## src/logic/dct_pkg.sv

```systemverilog
`default_nettype none
package dct_pkg;
	localparam int unsigned CLK_PERIOD_PS    = 10000;
	localparam int unsigned ROW_ACTIVE_PS    = 35000;
	localparam int unsigned REFRESH_CYCLE_PS = 160000;
	localparam int unsigned WR_REC_PS        = 15000;
	localparam int unsigned WR_DLL_OFF_CK    = 4;
	localparam int unsigned XPDLL_PS         = 24000;
	localparam int unsigned XPDLL_CK         = 10;
	localparam int unsigned REFPDEN_CK       = 1;
	localparam int unsigned SLOW_CLK_PS      = 40000;
	localparam int unsigned REF_INT_85_PS    = 7812400;
	localparam int unsigned REF_INT_105_PS   = 3906200;
	localparam int unsigned REF_INT_HOT_PS   = 2929650;
	localparam int unsigned RESET_HOLD_PS    = 200000000;
	localparam int unsigned WREC_BL8_CK      = 4;
	localparam int unsigned WREC_BC4_CK      = 2;

	function automatic int unsigned cyc_up(input int unsigned ps);
		int unsigned c;
		c = (ps + CLK_PERIOD_PS - 1) / CLK_PERIOD_PS;
		return (c < 1) ? 1 : c;
	endfunction : cyc_up

	function automatic int unsigned cyc_dn(input int unsigned ps);
		int unsigned c;
		c = ps / CLK_PERIOD_PS;
		return (c < 1) ? 1 : c;
	endfunction : cyc_dn

	function automatic int unsigned max2(input int unsigned a, input int unsigned b);
		return (a > b) ? a : b;
	endfunction : max2

	localparam int unsigned RAS_CYC     = cyc_up(ROW_ACTIVE_PS);
	localparam int unsigned RFC_CYC     = cyc_up(REFRESH_CYCLE_PS);
	localparam int unsigned WR_CYC      = cyc_up(WR_REC_PS);
	localparam int unsigned WR_OFF_CYC  = max2(WR_DLL_OFF_CK, cyc_up(WR_REC_PS));
	localparam int unsigned XPDLL_CYC   = max2(XPDLL_CK, cyc_up(XPDLL_PS));
	localparam int unsigned REF_85_CYC  = cyc_dn(REF_INT_85_PS);
	localparam int unsigned REF_105_CYC = cyc_dn(REF_INT_105_PS);
	localparam int unsigned REF_HOT_CYC = cyc_dn(REF_INT_HOT_PS);
	localparam int unsigned RESET_HOLD_CYC = cyc_up(RESET_HOLD_PS);
	localparam bit          SLOW_CLK    = CLK_PERIOD_PS > SLOW_CLK_PS;

	typedef enum logic [3:0] {
		CMD_NOP  = 4'h0,
		CMD_ACT  = 4'h1,
		CMD_RD   = 4'h2,
		CMD_RDA  = 4'h3,
		CMD_WR   = 4'h4,
		CMD_WRA  = 4'h5,
		CMD_PRE  = 4'h6,
		CMD_PREA = 4'h7,
		CMD_REF  = 4'h8,
		CMD_ODT  = 4'h9,
		CMD_PDE  = 4'ha,
		CMD_PDX  = 4'hb
	} dct_cmd_t;

	localparam logic [3:0] REG_CTRL   = 4'h0;
	localparam logic [3:0] REG_LAT    = 4'h4;
	localparam logic [3:0] REG_CMD    = 4'h8;
	localparam logic [3:0] REG_STATUS = 4'hc;
	localparam int unsigned CTRL_DLL_OFF = 0;
	localparam int unsigned CTRL_BC4_FIX = 1;
	localparam int unsigned CTRL_TEMP_LO = 2;
	localparam int unsigned LAT_RL_LO    = 0;
	localparam int unsigned LAT_AL_LO    = 4;
	localparam int unsigned LAT_WL_LO    = 8;
	localparam int unsigned CMD_BANK_LO  = 4;
	localparam int unsigned CMD_BC4_BIT  = 7;
	localparam logic [3:0] CTRL_RESET    = 4'h0;
	localparam logic [11:0] LAT_RESET    = 12'h909;
endpackage : dct_pkg
`default_nettype wire
```

## src/logic/dct_link_if.sv

```systemverilog
`timescale 1ns/100ps
`default_nettype none
interface dct_link_if;
	import dct_pkg::*;
	dct_cmd_t   cmd;
	logic [2:0] bank;
	logic       bc4;
	logic       cke;
	logic       rst_n;
	modport ctl (output cmd, output bank, output bc4, output cke, output rst_n);
	modport dev (input cmd, input bank, input bc4, input cke, input rst_n);
endinterface : dct_link_if
`default_nettype wire

```

## src/logic/dct_ctl.sv

```systemverilog
`timescale 1ns/100ps
`default_nettype none
module dct_ctl
	import dct_pkg::*;
#(
	parameter int unsigned RESET_HOLD = RESET_HOLD_CYC
) (
	input  wire logic        sys_clk_i,
	input  wire logic        arst_n_i,
	input  wire logic [3:0]  reg_addr_i,
	input  wire logic [31:0] reg_wdata_i,
	input  wire logic        reg_wr_i,
	input  wire logic        reg_rd_i,
	output logic [31:0]      reg_rdata_o,
	dct_link_if.ctl          link
);
	typedef enum logic [2:0] {
		ST_INIT    = 3'b000,
		ST_RUN     = 3'b001,
		ST_PREALL  = 3'b010,
		ST_REFRESH = 3'b011,
		ST_POSTPRE = 3'b100
	} dct_st_t;

	typedef struct packed {
		dct_st_t         st;
		logic [31:0]     init_cnt;
		logic [11:0]     ref_cnt;
		logic            ref_due;
		logic [7:0]      rfc_cnt;
		logic [3:0]      xpdll_cnt;
		logic [3:0]      pden_cnt;
		logic [7:0][7:0] ras_cnt;
		logic [7:0][7:0] wr_cnt;
		logic            pend;
		dct_cmd_t        pcmd;
		logic [2:0]      pbank;
		logic            pbc4;
		logic [3:0]      ctrl;
		logic [11:0]     lat;
		logic [15:0]     ref_total;
		logic [31:0]     rdata;
		dct_cmd_t        cmd;
		logic [2:0]      bank;
		logic            bc4;
		logic            cke;
		logic            rst_n;
	} dct_ctl_st_t;

	dct_ctl_st_t q, d;
	logic        idle_banks;
	logic        may_issue;
	logic [11:0] ref_period;
	logic [7:0]  wr_total;

	always_comb begin
		unique case (q.ctrl[CTRL_TEMP_LO +: 2])
			2'b00:   ref_period = 12'(REF_85_CYC);
			2'b01:   ref_period = 12'(REF_105_CYC);
			default: ref_period = 12'(REF_HOT_CYC);
		endcase
	end

	assign idle_banks = (q.ras_cnt == '0) && (q.wr_cnt == '0);

	// Per-command readiness of the pending request
	always_comb begin
		may_issue = 1'b0;
		if (q.pend && q.st == ST_RUN && !q.ref_due) begin
			if (!q.cke) begin
				may_issue = (q.pcmd == CMD_PDX) && q.rfc_cnt == 8'h00;
			end else begin
				unique case (q.pcmd)
					CMD_PRE:  may_issue = q.ras_cnt[q.pbank] == 8'h00 &&
						q.wr_cnt[q.pbank] == 8'h00 && q.rfc_cnt == 8'h00;
					CMD_PREA: may_issue = idle_banks && q.rfc_cnt == 8'h00;
					CMD_REF:  may_issue = idle_banks && q.rfc_cnt == 8'h00;
					CMD_RD, CMD_RDA, CMD_ODT: begin
						may_issue = q.xpdll_cnt == 4'h0 && q.rfc_cnt == 8'h00;
					end
					CMD_PDE:  may_issue = q.pden_cnt == 4'h0 && q.xpdll_cnt == 4'h0;
					CMD_PDX:  may_issue = 1'b0;
					default:  may_issue = q.rfc_cnt == 8'h00;
				endcase
			end
		end
	end

	// Write recovery window: start offset plus recovery time
	assign wr_total = 8'(q.lat[LAT_WL_LO +: 4]) +
		(q.ctrl[CTRL_BC4_FIX] ? 8'(WREC_BC4_CK) : 8'(WREC_BL8_CK)) +
		(q.ctrl[CTRL_DLL_OFF] ? 8'(WR_OFF_CYC) : 8'(WR_CYC));

	always_comb begin
		d = q;
		d.cmd = CMD_NOP;
		d.bank = 3'h0;
		d.bc4 = 1'b0;
		d.rdata = 32'h0;
		for (int b = 0; b < 8; b++) begin
			if (q.ras_cnt[b] != 8'h00) begin
				d.ras_cnt[b] = q.ras_cnt[b] - 8'h01;
			end
			if (q.wr_cnt[b] != 8'h00) begin
				d.wr_cnt[b] = q.wr_cnt[b] - 8'h01;
			end
		end
		if (q.rfc_cnt != 8'h00) begin
			d.rfc_cnt = q.rfc_cnt - 8'h01;
		end
		if (q.xpdll_cnt != 4'h0) begin
			d.xpdll_cnt = q.xpdll_cnt - 4'h1;
		end
		if (q.pden_cnt != 4'h0) begin
			d.pden_cnt = q.pden_cnt - 4'h1;
		end
		// Interval timer raises one refresh request per temperature-selected period
		if (q.st != ST_INIT) begin
			if (q.ref_cnt >= ref_period - 12'h001) begin
				d.ref_cnt = 12'h000;
				d.ref_due = 1'b1;
			end else begin
				d.ref_cnt = q.ref_cnt + 12'h001;
			end
		end
		unique case (q.st)
			ST_INIT: begin
				if (q.init_cnt >= RESET_HOLD - 1) begin
					d.rst_n = 1'b1;
					d.cke = 1'b1;
					d.st = ST_RUN;
				end else begin
					d.init_cnt = q.init_cnt + 32'h1;
				end
			end
			ST_RUN: begin
				if (q.ref_due) begin
					if (!q.cke) begin
						d.cmd = CMD_PDX;
						d.cke = 1'b1;
						d.xpdll_cnt = 4'(XPDLL_CYC);
					end else begin
						d.st = ST_PREALL;
					end
				end else if (may_issue) begin
					d.pend = 1'b0;
					d.cmd = q.pcmd;
					d.bank = q.pbank;
					d.bc4 = q.pbc4;
					unique case (q.pcmd)
						CMD_ACT: d.ras_cnt[q.pbank] = 8'(RAS_CYC);
						CMD_WR, CMD_WRA: d.wr_cnt[q.pbank] = wr_total;
						CMD_REF: begin
							d.rfc_cnt = 8'(RFC_CYC);
							d.pden_cnt = 4'(REFPDEN_CK);
							d.ref_total = q.ref_total + 16'h1;
							if (SLOW_CLK) begin
								d.st = ST_POSTPRE;
							end
						end
						CMD_PDE: d.cke = 1'b0;
						CMD_PDX: begin
							d.cke = 1'b1;
							d.xpdll_cnt = 4'(XPDLL_CYC);
						end
						default: begin
						end
					endcase
				end else if (q.pend && ((q.pcmd == CMD_PDX && q.cke) ||
					(q.pcmd == CMD_PDE && !q.cke))) begin
					// Order already in effect; drop it so the port unblocks
					d.pend = 1'b0;
				end
			end
			ST_PREALL: begin
				if (idle_banks && q.xpdll_cnt == 4'h0) begin
					d.cmd = CMD_PREA;
					d.st = ST_REFRESH;
				end
			end
			ST_REFRESH: begin
				if (q.rfc_cnt == 8'h00) begin
					d.cmd = CMD_REF;
					// A fresh expiry in this cycle must not be lost
					d.ref_due = (q.ref_cnt >= ref_period - 12'h001);
					d.rfc_cnt = 8'(RFC_CYC);
					d.pden_cnt = 4'(REFPDEN_CK);
					d.ref_total = q.ref_total + 16'h1;
					d.st = SLOW_CLK ? ST_POSTPRE : ST_RUN;
				end
			end
			ST_POSTPRE: begin
				if (q.rfc_cnt == 8'h00) begin
					d.cmd = CMD_PREA;
					d.st = ST_RUN;
				end
			end
			default: d.st = ST_INIT;
		endcase
		// Register port; a new order while one pends is dropped
		if (reg_wr_i) begin
			unique case (reg_addr_i)
				REG_CTRL: d.ctrl = reg_wdata_i[3:0];
				REG_LAT: begin
					d.lat = reg_wdata_i[11:0];
					d.xpdll_cnt = 4'(XPDLL_CYC);
				end
				REG_CMD: begin
					if (!q.pend) begin
						d.pend = 1'b1;
						d.pcmd = dct_cmd_t'(reg_wdata_i[3:0]);
						d.pbank = reg_wdata_i[CMD_BANK_LO +: 3];
						d.pbc4 = reg_wdata_i[CMD_BC4_BIT];
					end
				end
				default: begin
				end
			endcase
		end
		if (reg_rd_i) begin
			unique case (reg_addr_i)
				REG_CTRL:   d.rdata = {28'h0, q.ctrl};
				REG_LAT:    d.rdata = {20'h0, q.lat};
				REG_CMD:    d.rdata = {24'h0, q.pbc4, q.pbank, q.pcmd};
				REG_STATUS: d.rdata = {q.ref_total, 11'h0, q.xpdll_cnt != 4'h0,
					q.st != ST_RUN, q.cke, q.st != ST_INIT, q.pend};
				default:    d.rdata = 32'h0;
			endcase
		end
	end

	always_ff @(posedge sys_clk_i or negedge arst_n_i) begin
		if (!arst_n_i) begin
			q <= '{st: ST_INIT, ctrl: CTRL_RESET, lat: LAT_RESET, pcmd: CMD_NOP,
				cmd: CMD_NOP, default: '0};
		end else begin
			q <= d;
		end
	end

	assign reg_rdata_o = q.rdata;
	assign link.cmd    = q.cmd;
	assign link.bank   = q.bank;
	assign link.bc4    = q.bc4;
	assign link.cke    = q.cke;
	assign link.rst_n  = q.rst_n;
endmodule : dct_ctl
`default_nettype wire

```

## src/flat_wrapper.sv

```systemverilog
// flat-port wrapper written by rule: the top's interface ports become plain ports
module dct_ctl_flat import dct_pkg::*;
#(
	parameter int unsigned RESET_HOLD = RESET_HOLD_CYC
)
  (sys_clk_i, arst_n_i, reg_addr_i, reg_wdata_i, reg_wr_i, reg_rd_i, reg_rdata_o, link_cmd, link_bank, link_bc4, link_cke, link_rst_n);
  dct_link_if link_i ();
  input  wire logic sys_clk_i;
  input  wire logic arst_n_i;
  input  wire logic [3:0] reg_addr_i;
  input  wire logic [31:0] reg_wdata_i;
  input  wire logic reg_wr_i;
  input  wire logic reg_rd_i;
  output logic [31:0] reg_rdata_o;
  output wire logic [$bits(link_i.cmd)-1:0] link_cmd;
  output wire logic [$bits(link_i.bank)-1:0] link_bank;
  output wire logic [$bits(link_i.bc4)-1:0] link_bc4;
  output wire logic [$bits(link_i.cke)-1:0] link_cke;
  output wire logic [$bits(link_i.rst_n)-1:0] link_rst_n;
  assign link_cmd = link_i.cmd;
  assign link_bank = link_i.bank;
  assign link_bc4 = link_i.bc4;
  assign link_cke = link_i.cke;
  assign link_rst_n = link_i.rst_n;
  dct_ctl #(.RESET_HOLD(RESET_HOLD)) u_core (.sys_clk_i(sys_clk_i), .arst_n_i(arst_n_i), .reg_addr_i(reg_addr_i), .reg_wdata_i(reg_wdata_i), .reg_wr_i(reg_wr_i), .reg_rd_i(reg_rd_i), .reg_rdata_o(reg_rdata_o), .link(link_i));
endmodule
```

## config.mk

```make
export PLATFORM = sky130hd
export DESIGN_NAME = dct_ctl_flat
export DESIGN_NICKNAME = d
export VERILOG_FILES = /design/src/logic/dct_pkg.sv /design/src/logic/dct_link_if.sv /design/src/logic/dct_ctl.sv /design/src/flat_wrapper.sv
export SDC_FILE = /design/constraint.sdc
export NUM_CORES = 1
export LEC_CHECK = 0
export BUFFER_PORTS_ARGS = -buffer_cell sky130_fd_sc_hd__buf_2
export CAP_MARGIN = 0
export CORE_ASPECT_RATIO = 0.5
export CORE_MARGIN = 2
export CORE_UTILIZATION = 50
export CTS_CLUSTER_DIAMETER = 30
export DETAILED_ROUTE_END_ITERATION = 10
export PLACE_DENSITY = 0.7
export SLEW_MARGIN = 20
export SYNTH_ARGS = -nofsm -noshare
export SYNTH_HDL_FRONTEND = slang
export SYNTH_SLANG_ARGS = --single-unit
```

## constraint.sdc

```tcl
create_clock -name sys_clk_i -period 3 [get_ports sys_clk_i]
set_input_delay 0 -clock sys_clk_i [delete_from_list [all_inputs] [get_ports sys_clk_i]]
set_output_delay 0 -clock sys_clk_i [all_outputs]
set_load 0.05 [all_outputs]
```

==> results of run 1 <==
==> logic make-up (layout without fill, tap and decap cells) <==
| logic type | Yosys count | after routing |
|---|---|---|
| AOI/OAI and AO/OA | 203 | 203 |
| buffers and inverters | 155 | 485 |
| adders and majority gates | 42 | 42 |
| and+or+nand+nor | 654 | 654 |
| muxes | 90 | 90 |
| xor gates and xnor gates | 100 | 100 |
| DFF | 270 | 270 |
| other | 1 | 4 |
==> per-layer routing <==
metal  share of wire, %  global-route usage [%]  routed length [um]
met1                 44                    35.8               18100
met2                 48                    44.2               19900
met4                2.1                    7.65                 880
met3                6.3                    4.27                2600
met5                  0                       0                   0
==> through the flow <==
| stage | setup slack [ns] | hold WS, ns |
|---|---|---|
| after CTS | -0.144 | 0.00774 |
| after detailed placement | -0.357 | 0.0591 |
| final | -0.139 | 0.00219 |
| after floorplan | -0.0849 | -0.296 |
| after global routing | -0.194 | 0.0528 |
| after global placement | -0.269 | 0.0496 |
==> final timing paths <==
| path | startpoint | slack, ns | endpoint | cells after the start |
|---|---|---|---|---|
| worst min-delay path | reg_addr_i[2] | 0.002 | u_core.reg_rdata_o[1] | 3 |
| worst max-delay path | u_core.q[164] | -0.14 | u_core.q[159] | 12 |
| max in group asynchronous | arst_n_i | 2.04 | u_core.q[69] | 3 |
| min in group asynchronous | arst_n_i | 0.07 | u_core.q[160] | 2 |
| worst max register to register | u_core.q[164] | -0.14 | u_core.q[159] | 12 |
| worst min register to register | u_core.q[265] | 0.38 | u_core.q[265] | 0 |
==> worst max-delay path, stage by stage, from the launching register on <==
cell and delay (ns):
dfrtp_1 0.38, inv_1 0.11, ha_4 0.16, nand2b_4 0.06, or4b_4 0.54, nor4_4 0.18, nand4_1 0.25, o311ai_4 0.39
a211oi_4 0.11, buf_6 0.17, nor4_4 0.37, buf_6 0.23, a21oi_2 0.04
==> sequential cells by signal (all words and copies together), names as in the netlist <==
signal and count:
u_core.reg_rdata_o 28, u_core.link.cmd 4, u_core.link.cke 1, u_core.link.bc4 1, u_core.q 232, u_core.link.bank 3
u_core.link.rst_n 1
==> cell type report <==
class | count | area (um^2)
well taps | 391 | 489
fillers | 2116 | 9260
repair buffers | 345 | 2820
flip-flops and latches | 270 | 6770
multi-input cells | 1093 | 8000
inverters | 67 | 258
clock buffers | 54 | 1140
clock inverters | 19 | 235
==> timing repair <==
action | 4_1_cts | 5_1_grt
hold buffers | 19 | 0
pin swaps | 36 | 58
setup buffers | 9 | 19
cloned | 1 | 4
resized for setup | 64 | 138
setup endpoints to repair | 158 | 175
hold endpoints to repair | 110 | 0
==> synthesized netlist by cell type, types with 23 or more instances <==
library cell  instances  area share [%]
dfrtp_1             266              45
nor2_1              174             4.4
nand2_1             151             3.9
a21oi_1              75             2.6
nor3_1               74             2.5
inv_1                66             1.7
xnor2_1              52             3.1
xor2_1               48             2.9
o21ai_0              44             1.5
clkbuf_1             41             1.0
buf_4                39             2.0
ha_1                 39             3.3
mux2_2               39             3.0
mux2i_1              37             2.5
nor2b_1              35             1.5
nand2b_1             31             1.3
nand3_1              29            0.99
nor4_1               26             1.1
and2_1               23            0.98
==> power by group through the flow <==
stage / Clock (W) / Sequential (W) / Combinational [W]
3_3_place_gp: 0 / 0.00387 / 0.000734
2_1_floorplan: 0 / 0.00384 / 0.000411
3_5_place_dp: 0 / 0.00387 / 0.000764
5_1_grt: 0.00499 / 0.00382 / 0.000915
6_report: 0.00473 / 0.00382 / 0.000841
4_1_cts: 0.00479 / 0.00381 / 0.000806
==> results.yml, run 1 <==
layout:
  final_cell_mix: "dfrtp_1, buf_4, nand2_1"
  stdcell_area_mm2: 0.0197
  diodes: 0
  utilization_pct: 68.0
  syn2layout_area_growth_pct: 34.1
  drive_gt1_share_pct: 32.7
  final_common_cell: "dfrtp_1"
  nets: 1900
  final_cells: 2239
timing:
  fin_ws_ns: -0.139
  period_needed_ns: 3.14
  report.final.slew_viol_count: 0
  period_share_pct: 105
  slew_headroom_pct: 47.0
  fin_skew_ns: 0.0231
  hold_violations: 0
  worstMarginPinSlew_ns: 0.793
  finalSetupViolCount: 92
  max_freq_mhz: 319
  setup-tns-final_ns: -5.88
  grt_setup_unrepaired: "true"
die:
  die_area_mm2: 0.0308
  start_util_pct: 50.7
  die_height_um: 125
  ios: 82
  core-area_mm2: 0.0290
  die_width_um: 246
  num_rows: 44
power:
  power_w: 0.00938
  internal_power_w: 0.00695
  swShare_pct: 25.9
  power_frac_clock_pct: 50.4
  p_comb_share_pct: 9.0
  p_leak_nw: 9.91
  p_switching_w: 0.00243
  p_seq_share_pct: 40.7
  power_density_mw_per_mm2: 476
  peakVddDrop_mv: 0.400
setup_path:
  crit_type: "flop to flop"
  arrival_ns: 3.55
  crit_fanout: 8
  crit_path_start_kind: "flop"
  cp.required_ns: 3.41
  cp-end-kind: "flop"
detailed_routing:
  drc_errors: 0
  dr.first_iter.drc_count: 916
  vias: 12600
  routed_via_density: 5.64
  drt_first_pass_iters: 5
  antenna_left: 0
  wl_per_cell_um: 18.5
  wl_um: 41500
synth:
  ys_async_sr_fraction_pct: 100
  synth_top_family_by_area: "simple AND/OR/NAND/NOR gates"
  synth_xor_area_share_pct: 5.96
  yosysSeqAreaShare_pct: 46.0
  syn-cell-area_mm2: 0.0147
  ys_ff_latch: 270
  synthMuxAreaShare_pct: 7.15
  synth-simple-area-share_pct: 23.2
  synth-compound-area-share_pct: 8.84
  synth-main-ff-cell: "dfrtp_1"
  synth_edf_count: 0
  yosysWarnings: 0
  syn_area_per_cell_um2: 9.69
  synth_cells: 1515
  synth.distinct_cells: 79
  synth_adder_area_share_pct: 3.73
grt:
  antenna_found_initial: 0
  grt_max_degree: 81
  grt_usage_pct: 26.5
  grt_pass1_wl_um: 65000
  grt_overflow: 0
  first_global_vias: 12600
place:
  gp_routability_congestion: 0.940
  dp_hpwl_um: 28400
  post-place-cells: 2115
  placed_area_mm2: 0.0169
  port_buffers: 57
clock_network:
  htree_levels: 2
  cts.clk_slew.worst_paths_ns: 0.07
  cts_tree: "built"
  cts_buffers: 41
  worstSkewPairLatency_ns: 0.55
  root_buffer: "clkbuf_16"
  cts_sinks: 270
  clk_path_buf_depth: 3
outcome:
  status: "finished, violations left"
  violations: "negative setup slack"
run:
  drv_cap: 0
worst_hold_path:
  hold_class: "input port to flop"
(Power assumes the default switching activity.)
==> run 2, diff against run 1 <==
SETUP_SLACK_MARGIN = 0.02   (was not set)
==> run 2 against run 1 <==
The run still ends with negative setup slack left. Die area is the same. Design area grew 0.22%. Count of clock-buffer cells in the layout is the same. Via count shrank 0.63%. Utilization grew 0.15 points. Total power is essentially flat. Fmax grew 0.17%. First-iteration DRC count grew 8.5%. Worst setup slack gained 0.0054 ns. Hold slack gained 0.0048 ns. Global-route usage is the same. Critical endpoint unchanged. Highest routed layer unchanged.
==> results.yml, run 2 (synthesized netlist as in run 1, its figures left out) <==
timing:
  grt_setup_unrepaired: "true"
  setup-tns-final_ns: -5.48
  period_share_pct: 104
  worstMarginPinSlew_ns: 0.825
  max_freq_mhz: 319
  finalSetupViolCount: 91
  slew_headroom_pct: 44.8
  period_needed_ns: 3.13
  hold_violations: 0
  fin_ws_ns: -0.133
  fin_skew_ns: 0.0262
  report.final.slew_viol_count: 0
outcome:
  status: "finished, violations left"
  violations: "negative setup slack"
setup_path:
  rr_worst_depth: 12
  r2r-end: "u_core.q[159]"
  cp.required_ns: 3.41
  crit_type: "flop to flop"
  arrival_ns: 3.54
  crit_path_start_kind: "flop"
  timing.rr.start: "u_core.q[164]"
  reg2reg_slack_ns: -0.13
  crit_fanout: 8
  cp-end-kind: "flop"
die:
  ios: 82
  core-area_mm2: 0.0290
  die_area_mm2: 0.0308
  start_util_pct: 50.7
  die_width_um: 246
  num_rows: 44
  die_height_um: 125
layout:
  nets: 1901
  drive_gt1_share_pct: 32.9
  final_cells: 2240
  nFillCells: 2118
  final_common_cell: "dfrtp_1"
  stdcell_area_mm2: 0.0197
  diodes: 0
  final_cell_mix: "dfrtp_1, buf_4, nand2_1"
  syn2layout_area_growth_pct: 34.4
  top_register: "u_core.q"
  largest_reg_flops: 232
worst_hold_path:
  worst_hold_startpoint: "reg_addr_i[2]"
  min_to: "u_core.reg_rdata_o[1]"
  hold_class: "input port to flop"
  min_path_cells: 3
detailed_routing:
  dr.first_iter.drc_count: 994
  wl_um: 41600
  antenna_left: 0
  routed_via_density: 5.60
  vias: 12600
  drc_errors: 0
  drt_first_pass_iters: 5
  wl_per_cell_um: 18.6
grt:
  grt_max_degree: 81
  first_global_vias: 12600
  grt_usage_pct: 26.5
  grt_pass1_wl_um: 65000
  grt_overflow: 0
  antenna_found_initial: 0
clock_network:
  cts_buffers: 41
  htree_levels: 2
  root_buffer: "clkbuf_16"
  worstSkewPairLatency_ns: 0.55
  cts.clk_slew.worst_paths_ns: 0.07
  cts_tree: "built"
  cts_sinks: 270
  clk_path_buf_depth: 3
place:
  placed_area_mm2: 0.0169
  gp_routability_congestion: 0.940
  post-place-cells: 2115
  port_buffers: 57
  dp_hpwl_um: 28400
power:
  power_density_mw_per_mm2: 475
  peakVddDrop_mv: 0.400
  p_leak_nw: 9.90
run:
  drv_cap: 0
## run 2: changes by cell type in the layout (fill, tap and decap cells not counted), sizes merged
cell,change
buf,+1
## run 2: worst max-delay path, stage by stage (launching register included)
cell and delay, ns:
dfrtp_1 0.38, inv_1 0.11, ha_4 0.16, nand2b_4 0.06
or4b_4 0.54, nor4_4 0.18, nand4_1 0.24, o311ai_4 0.39
a211oi_4 0.11, buf_6 0.17, nor4_4 0.37, buf_6 0.23
a21oi_2 0.04
## run 2: how the worst max path moves through the flow
| stage | from | to |
|---|---|---|
| 5_1_grt | u_core.q[164] | u_core.q[116] |
| 6_report | u_core.q[164] | u_core.q[159] |
| 3_5_place_dp | u_core.q[156] | u_core.q[55] |
| 3_3_place_gp | u_core.q[156] | u_core.q[57] |
| 2_1_floorplan | u_core.q[164] | u_core.q[93] |
| 4_1_cts | u_core.q[163] | u_core.q[44] |
## run 2: repair_timing
action | in CTS | in global routing
pin swaps | 44 | 61
buffers inserted | 9 | 20
hold endpoints to repair | 110 | 0
resized for setup | 67 | 144
hold buffers | 19 | 0
endpoints found under the setup margin | 158 | 176
gates cloned | 1 | 4
## run 2: per-layer routing
metal  global-route usage [%]  routed length, um  up-vias
met4                     7.65                863        0
met5                        0                  0        -
met2                     44.2              20100      404
li1                         -                  -     5826
met1                     35.8              18100     6239
met3                     4.27               2590       86
## run 2: layout make-up
cell class,instances,area (um^2),share of cell area [%]
clock buffer,54,1140,5.76
clock inverter,19,235,1.19
inverter,67,258,1.31
multi-input combinational,1093,8030,40.7
sequential,270,6770,34.3
tap,391,489,2.48
timing repair buffer,346,2820,14.3
## run 2: power by group
part / leakage, nW / switching, W / total (W) / internal (W)
combinational: 5.53 / 0.000528 / 0.000844 / 0.000316
clock: 0.660 / 0.00183 / 0.00472 / 0.00290
sequential: 3.71 / 0.0000779 / 0.00382 / 0.00374
total: 9.90 / 0.00243 / 0.00938 / 0.00695
## run 2: stage by stage
stage          worst slack [ns]  power [W]  utilization, %  hold WS [ns]
2_1_floorplan           -0.0849    0.00426               -        -0.296
3_3_place_gp             -0.269    0.00460            58.3        0.0496
3_5_place_dp             -0.357    0.00464            58.3        0.0591
4_1_cts                  -0.144    0.00941            65.1       0.00774
5_1_grt                  -0.194    0.00972            68.2        0.0528
6_report                 -0.133    0.00938            68.2       0.00702
